[config.mk]
export PLATFORM = sky130hd
export DESIGN_NAME = btd_counters
export DESIGN_NICKNAME = d
export VERILOG_FILES = /design/src/core/btd_pkg.sv /design/src/core/btd_counters.sv
export SDC_FILE = /design/constraint.sdc
export NUM_CORES = 1
export LEC_CHECK = 0
export ABC_CLOCK_PERIOD_IN_PS = 3250
export BUFFER_PORTS_ARGS = -buffer_cell sky130_fd_sc_hd__buf_2
export CORE_ASPECT_RATIO = 1.75
export CORE_UTILIZATION = 59
export DETAILED_ROUTE_END_ITERATION = 8
export GPL_TIMING_DRIVEN = 0
export PLACE_DENSITY = 0.79
export SLEW_MARGIN = 15
export SYNTH_ARGS = -nofsm -noshare
export SYNTH_HDL_FRONTEND = slang
export SYNTH_SLANG_ARGS = --single-unit
export TNS_END_PERCENT = 1
[constraint.sdc]
create_clock -name CLK_SYS -period 3.25 [get_ports CLK_SYS]
set_input_delay 0.65 -clock CLK_SYS [delete_from_list [all_inputs] [get_ports CLK_SYS]]
set_output_delay 0.65 -clock CLK_SYS [all_outputs]
set_load 0.05 [all_outputs]
[src/core/btd_pkg.sv]
package btd_pkg;

  // ---------------------------------------------------------------
  // register map
  // ---------------------------------------------------------------
  localparam logic [7:0] ADDR_SECONDS = 8'h08;
  localparam logic [7:0] ADDR_MINUTES = 8'h09;
  localparam logic [7:0] ADDR_HOURS = 8'h0a;
  localparam logic [7:0] ADDR_DAYS = 8'h0b;

  // ---------------------------------------------------------------
  // field layout and limits
  // ---------------------------------------------------------------
  localparam int HR_FMT_BIT = 6;
  localparam int HR_MER_BIT = 5;
  localparam logic [7:0] MASK_SEC = 8'h7f;
  localparam logic [7:0] MASK_HR = 8'h7f;
  localparam logic [7:0] MASK_DAY = 8'h3f;
  localparam logic [7:0] BCD_59 = 8'h59;
  localparam logic [7:0] BCD_23 = 8'h23;
  localparam logic [7:0] BCD_12 = 8'h12;
  localparam logic [7:0] BCD_11 = 8'h11;
  localparam logic [7:0] BCD_01 = 8'h01;
  localparam logic [7:0] BCD_00 = 8'h00;
  localparam logic [7:0] BCD_28 = 8'h28;
  localparam logic [7:0] BCD_29 = 8'h29;
  localparam logic [7:0] BCD_30 = 8'h30;
  localparam logic [7:0] BCD_31 = 8'h31;
  localparam logic [7:0] MON_FEB = 8'h02;
  localparam logic [7:0] MON_APR = 8'h04;
  localparam logic [7:0] MON_JUN = 8'h06;
  localparam logic [7:0] MON_SEP = 8'h09;
  localparam logic [7:0] MON_NOV = 8'h11;

  // ---------------------------------------------------------------
  // reset values and timing
  // ---------------------------------------------------------------
  localparam logic [7:0] RST_SEC = 8'h00;
  localparam logic [7:0] RST_HR = 8'h00;
  localparam logic [7:0] RST_DAY = 8'h01;
  localparam int TICK_PERIOD_NS = 1000000000;
  localparam int CLK_PERIOD_NS = 10;
  localparam int TICK_CYCLES = TICK_PERIOD_NS / CLK_PERIOD_NS;

  // time of day carried as one packed group
  typedef struct packed {
    logic [7:0] sec;
    logic [7:0] min;
    logic [7:0] hr;
    logic [7:0] day;
  } btd_time_t;

endpackage

[src/core/btd_counters.sv]
`timescale 1ns/1ps

// Function
// - Every time and day counter is held as packed BCD, tens high and units low.
// - Seconds live at 08h in bits 6..0 as BCD 0 to 59.
// - Minutes live at 09h in bits 6..0 as BCD 0 to 59.
// - Hours bit 6 at 0Ah selects 24-hour (0) or 12-hour (1) counting.
// - In 12-hour mode bit 5 is the meridiem flag and bits 4..0 hold 1-12.
// - In 24-hour mode bits 5..0 hold the hour as BCD 0 to 23.
// - Day of month lives at 0Bh in bits 5..0 as BCD 1 to 31.
// - February gets a 29th day when the year is divisible by 4, 00 too.
// - Unused bit positions read back as zero.
module btd_counters
  import btd_pkg::*;
#(
  parameter int TICK_COUNT = TICK_CYCLES
) (
  input wire logic CLK_SYS,
  input wire logic RST_N,
  input wire logic CE,
  input wire logic WR_EN,
  input wire logic RD_EN,
  input wire logic [7:0] ADDR,
  input wire logic [7:0] WDATA,
  input wire logic [7:0] MONTH_BCD,
  input wire logic [7:0] YEAR_BCD,
  output logic [7:0] RDATA,
  output logic RVALID,
  output logic SEC_TICK
);

  // ---------------------------------------------------------------
  // bcd helpers
  // ---------------------------------------------------------------
  // bcd increment
  function automatic logic [7:0] bcd_inc(input logic [7:0] v);
    if (v[3:0] == 4'h9) begin
      bcd_inc = {v[7:4] + 4'h1, 4'h0};
    end else begin
      bcd_inc = {v[7:4], v[3:0] + 4'h1};
    end
  endfunction

  // leap year: tens even and units 0/4/8, or tens odd and 2/6
  function automatic logic is_leap(input logic [7:0] y);
    if (y[4]) begin
      is_leap = (y[3:0] == 4'h2) || (y[3:0] == 4'h6);
    end else begin
      is_leap = (y[1:0] == 2'b00);
    end
  endfunction

  // last day of the month in bcd
  function automatic logic [7:0] last_day(input logic [7:0] m,
                                          input logic [7:0] y);
    if (m == MON_FEB) begin
      last_day = is_leap(y) ? BCD_29 : BCD_28;
    end else if (m == MON_APR || m == MON_JUN || m == MON_SEP ||
                 m == MON_NOV) begin
      last_day = BCD_30;
    end else begin
      last_day = BCD_31;
    end
  endfunction

  // ---------------------------------------------------------------
  // one-second prescaler
  // ---------------------------------------------------------------
  logic [31:0] pre_q, pre_d;
  logic tick_q, tick_d;

  // counts system clocks up to one second
  always_comb begin
    pre_d = pre_q;
    tick_d = 1'b0;
    if (CE) begin
      if (pre_q == 32'(TICK_COUNT - 1)) begin
        pre_d = 32'h0;
        tick_d = 1'b1;
      end else begin
        pre_d = pre_q + 32'h1;
      end
    end else begin
      tick_d = tick_q;
    end
  end

  always_ff @(posedge CLK_SYS or negedge RST_N) begin
    if (!RST_N) begin
      pre_q <= 32'h0;
      tick_q <= 1'b0;
    end else begin
      pre_q <= pre_d;
      tick_q <= tick_d;
    end
  end

  // ---------------------------------------------------------------
  // time counters
  // ---------------------------------------------------------------
  btd_time_t t_q, t_d;
  logic fmt12;
  logic [7:0] hr12;
  logic [7:0] hr_nxt;
  logic hr_wrap;
  logic [7:0] hr12_inc;
  logic [7:0] hr24_inc;

  assign fmt12 = t_q.hr[HR_FMT_BIT];
  assign hr12 = {3'h0, t_q.hr[4:0]};
  // incremented hour in each format, sliced where used
  assign hr12_inc = bcd_inc(hr12);
  assign hr24_inc = bcd_inc({2'b00, t_q.hr[5:0]});

  // next hour value and day carry for either format
  always_comb begin
    hr_nxt = t_q.hr;
    hr_wrap = 1'b0;
    if (fmt12) begin
      if (hr12 == BCD_12) begin
        hr_nxt = {t_q.hr[7:5], BCD_01[4:0]};
      end else if (hr12 == BCD_11) begin
        hr_nxt = {t_q.hr[7:6], ~t_q.hr[HR_MER_BIT], BCD_12[4:0]};
        hr_wrap = t_q.hr[HR_MER_BIT];
      end else begin
        hr_nxt = {t_q.hr[7:5], hr12_inc[4:0]};
      end
    end else begin
      if ({2'b00, t_q.hr[5:0]} == BCD_23) begin
        hr_nxt = {t_q.hr[7:6], BCD_00[5:0]};
        hr_wrap = 1'b1;
      end else begin
        hr_nxt = {t_q.hr[7:6], hr24_inc[5:0]};
      end
    end
  end

  // counting with host writes overriding the addressed byte
  always_comb begin
    t_d = t_q;
    if (CE) begin
      if (tick_q) begin
        if (t_q.sec == BCD_59) begin
          t_d.sec = BCD_00;
          if (t_q.min == BCD_59) begin
            t_d.min = BCD_00;
            t_d.hr = hr_nxt;
            if (hr_wrap) begin
              if (t_q.day >= last_day(MONTH_BCD, YEAR_BCD)) begin
                t_d.day = BCD_01;
              end else begin
                t_d.day = bcd_inc(t_q.day);
              end
            end
          end else begin
            t_d.min = bcd_inc(t_q.min);
          end
        end else begin
          t_d.sec = bcd_inc(t_q.sec);
        end
      end
      // hour data is stored as written with bit 7 cleared
      if (WR_EN) begin
        case (ADDR)
          ADDR_SECONDS: t_d.sec = WDATA & MASK_SEC;
          ADDR_MINUTES: t_d.min = WDATA & MASK_SEC;
          ADDR_HOURS: t_d.hr = WDATA & MASK_HR;
          ADDR_DAYS: t_d.day = WDATA & MASK_DAY;
          default: t_d = t_d;
        endcase
      end
    end
  end

  always_ff @(posedge CLK_SYS or negedge RST_N) begin
    if (!RST_N) begin
      t_q <= '{sec: RST_SEC, min: RST_SEC, hr: RST_HR, day: RST_DAY};
    end else begin
      t_q <= t_d;
    end
  end

  // ---------------------------------------------------------------
  // read port
  // ---------------------------------------------------------------
  logic [7:0] rdata_q, rdata_d;
  logic rvalid_q, rvalid_d;

  // registered read, unused bits forced low
  always_comb begin
    rdata_d = rdata_q;
    rvalid_d = rvalid_q;
    if (CE) begin
      rvalid_d = RD_EN;
      if (RD_EN) begin
        case (ADDR)
          ADDR_SECONDS: rdata_d = t_q.sec & MASK_SEC;
          ADDR_MINUTES: rdata_d = t_q.min & MASK_SEC;
          // meridiem and format read back with hour
          ADDR_HOURS: rdata_d = t_q.hr & MASK_HR;
          ADDR_DAYS: rdata_d = t_q.day & MASK_DAY;
          default: rdata_d = 8'h00;
        endcase
      end
    end
  end

  always_ff @(posedge CLK_SYS or negedge RST_N) begin
    if (!RST_N) begin
      rdata_q <= 8'h00;
      rvalid_q <= 1'b0;
    end else begin
      rdata_q <= rdata_d;
      rvalid_q <= rvalid_d;
    end
  end

  assign RDATA = rdata_q;
  assign RVALID = rvalid_q;
  assign SEC_TICK = tick_q;

  // ---------------------------------------------------------------
  // checks
  // ---------------------------------------------------------------
  sec_range_a: assert property (@(posedge CLK_SYS) disable iff (!RST_N)
    (t_q.sec[3:0] <= 4'h9) && (t_q.sec <= BCD_59))
    else $error("seconds out of bcd range");
  min_wrap_a: assert property (@(posedge CLK_SYS) disable iff (!RST_N)
    (CE && tick_q && !WR_EN && t_q.sec == BCD_59 && t_q.min == BCD_59)
      |=> (t_q.min == BCD_00))
    else $error("minutes did not wrap");
  sec_step_a: assert property (@(posedge CLK_SYS) disable iff (!RST_N)
    (CE && tick_q && !WR_EN && t_q.sec == 8'h09) |=> (t_q.sec == 8'h10))
    else $error("seconds bcd carry wrong");
  hr12_wrap_a: assert property (@(posedge CLK_SYS) disable iff (!RST_N)
    (CE && tick_q && !WR_EN && fmt12 && hr12 == BCD_12 &&
     t_q.sec == BCD_59 && t_q.min == BCD_59)
      |=> (t_q.hr[4:0] == BCD_01[4:0] &&
           $stable(t_q.hr[HR_MER_BIT])))
    else $error("12 to 1 step wrong");
  mer_toggle_a: assert property (@(posedge CLK_SYS) disable iff (!RST_N)
    (CE && tick_q && !WR_EN && fmt12 && hr12 == BCD_11 &&
     t_q.sec == BCD_59 && t_q.min == BCD_59)
      |=> (t_q.hr[HR_MER_BIT] != $past(t_q.hr[HR_MER_BIT])))
    else $error("meridiem did not toggle");
  hr24_wrap_a: assert property (@(posedge CLK_SYS) disable iff (!RST_N)
    (CE && tick_q && !WR_EN && !fmt12 && t_q.hr[5:0] == BCD_23[5:0] &&
     t_q.sec == BCD_59 && t_q.min == BCD_59)
      |=> (t_q.hr[5:0] == 6'h00 && t_q.day != $past(t_q.day)))
    else $error("24-hour wrap wrong");
  leap_feb_a: assert property (@(posedge CLK_SYS) disable iff (!RST_N)
    (CE && tick_q && !WR_EN && hr_wrap && MONTH_BCD == MON_FEB &&
     YEAR_BCD == 8'h00 && t_q.day == BCD_28 &&
     t_q.sec == BCD_59 && t_q.min == BCD_59)
      |=> (t_q.day == BCD_29))
    else $error("year 00 not leap");
  rd_zero_a: assert property (@(posedge CLK_SYS) disable iff (!RST_N)
    (CE && RD_EN && ADDR == ADDR_DAYS) |=> (RDATA[7:6] == 2'b00 && RVALID))
    else $error("unused day bits not zero");
  day_range_a: assert property (@(posedge CLK_SYS) disable iff (!RST_N)
    (CE && tick_q && !WR_EN && hr_wrap &&
     t_q.sec == BCD_59 && t_q.min == BCD_59)
      |=> (t_q.day != BCD_00 && t_q.day <= BCD_31 &&
           t_q.day[7:6] == 2'b00))
    else $error("day upper bits set");

endmodule

After elaboration in Yosys (flattened, before gate mapping):

Index checks and enable logic that the tools add are counted.

* output and inout port bits: 10
* input port bits: 37
* logic and storage cells: 90
* register bits after elaboration: 74

* eq/ne operators: 21
* bitwise logic cells: 1
* $lt $le $gt $ge: 1
* mux-type cells: 43
* add/subtract/negate cells: 10
* reduce and logical (&&, ||, !) cells: 6

Operator list (number)
* 2-to-1 mux 8 bit: 16
* 2-to-1 mux 32 bit: 3
* == test 8 x 4 -> 1 bit, second input constant: 5
* adder 32 x 1 -> 32 bit, second input constant: 1
* == test 32 x 27 -> 1 bit, second input constant: 1
* adder 4 x 1 -> 4 bit, second input constant: 7
* one-hot mux 7 bit (4 select lines): 1
* 2-to-1 mux 24 bit: 1
* 2-to-1 mux 6 bit: 4
* == test 4 bit, second input constant: 4
* == test 8 x 3 -> 1 bit, second input constant: 2
* == test 8 x 7 -> 1 bit, second input constant: 2
* 2-to-1 mux 15 bit: 1
* 2-to-1 mux 1 bit: 14
* == test 5 bit, second input constant: 2
* 2-to-1 mux 5 bit: 2
* == test 8 x 2 -> 1 bit, second input constant: 1
* == test 8 x 5 -> 1 bit, second input constant: 1
* >= comparator 8 bit: 1
* 2-to-1 mux 7 bit: 1
* == test 6 bit, second input constant: 1
* == test 4 x 2 -> 1 bit, second input constant: 1
* == test 4 x 3 -> 1 bit, second input constant: 1
* logical OR 1 bit: 4
* 5 further kinds: 5

Depth between registers and ports, before layout:

* depth after elaboration: 24
* gate-level depth with buffers: 11
* depth with buffers taken out: 11

Worst setup path after synthesis:

OpenSTA, ideal clock, no wires.

* path kind: input to register
* start point: input MONTH_BCD[5]
* end point: register t_q[2] (netlist bit)
* setup time: 0.087 ns
* path buffers: 0
* arrival time: 2.810 ns
* stages: 9
* required time: 3.163 ns
* setup slack: 0.354 ns
* cell sequence: nor3_1 > nand4b_1 > o311ai_0 > ha_1 > nor4b_2 > o221ai_2 > or2_0 > or3_1 > o211ai_1

* word-level cells in the longest chain between the ends: 19

Ends and longest elaborated chain
* start: declaration: line btd_counters.sv:25 `input wire logic [7:0] MONTH_BCD,`
* == test 8 x 3 -> 1 bit: line btd_counters.sv:58 `end else if (m == MON_APR || m == MON_JUN || m == MON_SEP ||`
* logical OR 1 bit (3 in a row): line btd_counters.sv:58
* 2-to-1 mux 1 bit: line btd_counters.sv:58
* 2-to-1 mux 5 bit *: line btd_counters.sv:56 `if (m == MON_FEB) begin`
* 2-to-1 mux 8 bit *: line btd_counters.sv:148 `if (hr_wrap) begin`
* 2-to-1 mux 8 bit *: line btd_counters.sv:145 `if (t_q.min == BCD_59) begin`
* 2-to-1 mux 8 bit *: line btd_counters.sv:143 `if (t_q.sec == BCD_59) begin`
* 2-to-1 mux 8 bit *: line btd_counters.sv:142 `if (tick_q) begin`
* 2-to-1 mux 8 bit *: line btd_counters.sv:141 `if (CE) begin`
* >= comparator 8 bit *: line btd_counters.sv:149 `if (t_q.day >= last_day(MONTH_BCD, YEAR_BCD)) begin`
* 2-to-1 mux 8 bit *: line btd_counters.sv:149
* 2-to-1 mux 8 bit *: line btd_counters.sv:148
* 2-to-1 mux 15 bit *: line btd_counters.sv:145
* 2-to-1 mux 24 bit *: line btd_counters.sv:143
* 2-to-1 mux 32 bit *: line btd_counters.sv:142
* 2-to-1 mux 8 bit: line btd_counters.sv:164 `case (ADDR)`
* 2-to-1 mux 32 bit *: line btd_counters.sv:163 `if (WR_EN) begin`
* end signal: assignment: line btd_counters.sv:177 `t_q <= '{sec: RST_SEC, min: RST_SEC, hr: RST_HR, day: RST_DAY};`
* end signal: assignment: line btd_counters.sv:179 `t_q <= t_d;`
* end: declaration: line btd_counters.sv:101 `btd_time_t t_q, t_d;`

Every way passes the cells marked *; elsewhere a longest branch is shown, timed or not. The select of a mux whose other input is x is not followed.
A chain may end at the register's enable or synchronous reset.

Worst setup path after layout:

* start point: input MONTH_BCD[0]
* end point: register t_q[2] (netlist bit)

Same word-level chain as after synthesis.

==> key figures <==
Power
  • P per Cell Area: 499.3 mW/mm^2
  • Lkg Pwr: 2.414 nW
  • VDD IR-drop max: 0.3395 mV

Die
  • DIE AREA: 0.008316 sq mm
  • IO Count: 47
  • Core ar.: 0.007620 sq mm
  • Initial Util: 61.49%
  • Row count: 42
  • Die span in y: 119.9 microns
  • Die W: 69.37 microns

Synth
  • EDFF count, synth: 0
  • Simple-Gate Fraction of Synth Area: 27.58%
  • Ys async rst share: 100.0%
  • Post-synth top cells: dfrtp_1 (71), nand2_1 (56), nor2_1 (44), nand3_1 (28), o21ai_0 (28)
  • Sequential fraction of the synthesis area: 38.48%
  • Net Count, Synth: 561
  • Seq cells post-synth: 72
  • Top cells by area, synth: dfrtp_1 (38%), ha_1 (4.5%), nand2_1 (4.5%)
  • Post-Synth XOR/XNOR Area: 5.981%
  • Main combinational cell family by area after synthesis: simple AND/OR/NAND/NOR gates
  • Mux cell area share after synthesis: 3.792%
  • Synth Flop Type: dfrtp_1
  • YS warnings: 0
  • Distinct cells, synth: 73
  • Most frequent cell after synthesis: dfrtp_1
  • Synth area leader: dfrtp_1
  • Synth Area in Adders: 4.539%
  • Mapped Avg Cell Area: 9.242 sq um
  • Synth top area share: 37.92%
  • Area fraction in compound gates after synthesis: 15.57%
  • Mapped Area: 0.004686 sq mm
  • Post-Syn Instances: 507

Timing
  • Minimum clock period: 2976 ps
  • Final Hold Vio Count: 0
  • Slew @ Worst Pin: 703.5 ps
  • Slew HR: 53.10%
  • RSZ-0062 raised after global routing: no
  • Post-route clock period utilization: 91.56%
  • Final setup vio count: 0
  • Clock Skews: 7.057 ps
  • TNS Setup: 0 ps
  • Slew Viols, Final: 0
  • FMAX: 0.3361 GHz
  • WHS: 260.9 ps

Route
  • Via density: 6.561
  • Via count: 4271
  • Drt pass-1 iters: 6
  • Wirelength, routed: 12930 microns
  • Remaining DRCs: 0
  • DRT iter0 DRCs: 272
  • WL/cell: 19.87 microns
  • Antenna Nets Post-Route: 0

Global routing
  • First-pass GRT wire length: 21620 microns
  • Largest net degree at the start of global routing: 41
  • GRT Overall Usage: 33.61%
  • GR Overflow Total: 0
  • Initial antenna violation count: 0
  • Vias in the first global route: 4421

Clocking
  • Clk slew on worst S/H paths: 60 ps
  • Total CTS buffers: 9
  • CTS Sinks: 72
  • CTS tree: yes
  • Buffer depth of the longest clock path: 2
  • Post-CTS setup buffers: 0
  • CTS resizes: 0
  • Clk Latency, worst-skew pair: 350 ps
  • CTS root buf: clkbuf_16
  • H-tree Lvls: 3
  • Cts hold-fix bufs: 0

Outcome
  • Outcome: completed

Setup path
  • Crit start category: input port
  • Critical path class: input port to flop
  • Crit path required time: 3510 ps
  • Crit path arrival time: 3230 ps
  • CP Max Fanout: 7
  • Crit. End Element: flop

Finish
  • Layout cell share with drive strength beyond 1: 18.65%
  • Area Growth Syn to Fin: 13.48%
  • Ant. Diodes: 0
  • Layout Nets: 612

Placed design
  • Port-buffer cells: 39
  • Post-DP HPWL: 9577 microns
  • RePlAce Congestion: 0.9900

Hold path
  • Hold crit path type: input port to asynchronous set/reset pin

Flow run
  • Max-Cap Viols: 0
## final timing paths
kind	startpoint	to	slack (ps)	cells after the start
worst max-delay path	MONTH_BCD[0]	t_q[2]	270	10
worst min-delay path	RST_N	pre_q[5]	260	1
worst max register to register	hr12[0]	t_q[7]	760	10
worst min register to register	pre_q[31]	pre_q[31]	480	1
max in group asynchronous	RST_N	t_q[0]	2370	2
min in group CLK_SYS	pre_q[31]	pre_q[31]	480	1
## worst max-delay path: stages
cell and delay, ps:
buf_2 100, nor3_1 230, nand4b_1 190, o311ai_0 400, ha_1 310, nor4b_2 300
o221ai_2 220, or2_0 290, or3_1 360, o211ai_1 180
## report_power, final
group	switching, mW	total [mW]	internal [mW]	leakage, nW
Sequential	0.159	1.16	0.997	0.931
Clock	0.416	1.02	0.602	0.150
Combinational	0.261	0.481	0.220	1.33
Total	0.836	2.65	1.82	2.41
## state kept, by name, indices dropped and copies added (netlist names)
| name | count |
|---|---|
| pre_q | 32 |
| RDATA | 7 |
| t_q | 25 |
| RVALID | 1 |
| fmt12 | 1 |
| hr12 | 5 |
| SEC_TICK | 1 |
## layout by cell type, fill, tap and decap left out, types with 5 or more instances in the layout
| cell | n |
|---|---|
| and4_1 | 5 |
| clkbuf_16 | 9 |
| inv_1 | 17 |
| dfrtp_1 | 71 |
| a31oi_1 | 8 |
| and2_1 | 5 |
| and3_1 | 12 |
| xnor2_1 | 17 |
| nand3_1 | 28 |
| nand2_1 | 56 |
| clkbuf_1 | 8 |
| o2bb2ai_1 | 5 |
| mux4_2 | 6 |
| ha_1 | 17 |
| o22ai_1 | 5 |
| nand4_1 | 12 |
| nor3_1 | 8 |
| nor2b_1 | 9 |
| nor4_1 | 6 |
| a21oi_1 | 22 |
| nor2_1 | 44 |
| xor2_1 | 15 |
| a22o_1 | 10 |
| o21ai_0 | 28 |
| buf_2 | 49 |
## metal layers
| layer | part of all wire, % | global-route usage, % | vias up |
|---|---|---|---|
| met5 | 0 | 0 | - |
| met3 | 5.5 | 5.206 | 65 |
| met2 | 53 | 58.62 | 177 |
| li1 | - | - | 1961 |
| met1 | 34 | 34.96 | 2068 |
| met4 | 7.5 | 27.68 | 0 |
## cell type report
cell class | count | area [sq um]
fillers | 587 | 2302
inverters | 17 | 63.81
well taps | 88 | 110.1
clock buffers | 9 | 225.2
clock inverters | 7 | 78.83
plain buffers | 23 | 122.6
multi-input cells | 395 | 2696
flip-flops and latches | 72 | 1803
repair buffers | 40 | 217.7
## kinds of logic (layout without fill, tap and decap cells)
group | count (synthesis) | count (layout)
muxes | 10 | 10
and+or+nand+nor | 226 | 226
buffers and inverters | 40 | 96
AOI/OAI and AO/OA | 109 | 109
other | 1 | 1
adders and majority gates | 17 | 17
xor gates and xnor gates | 32 | 32
DFF | 72 | 72
## stage by stage
stage | util [%] | setup WS, ps | total power, mW | cells | instance area, sq um
5_1_grt | 69.79 | 11.19 | 2.776 | 651 | 5318
2_1_floorplan | - | 353.7 | 1.462 | 507 | 4686
3_3_place_gp | 65.50 | -44.77 | 1.613 | 634 | 4991
4_1_cts | 69.79 | 235.0 | 2.660 | 651 | 5318
6_report | 69.79 | 274.3 | 2.655 | 651 | 5318
3_5_place_dp | 65.80 | -110.4 | 1.642 | 635 | 5014
(Power assumes the default switching activity.)
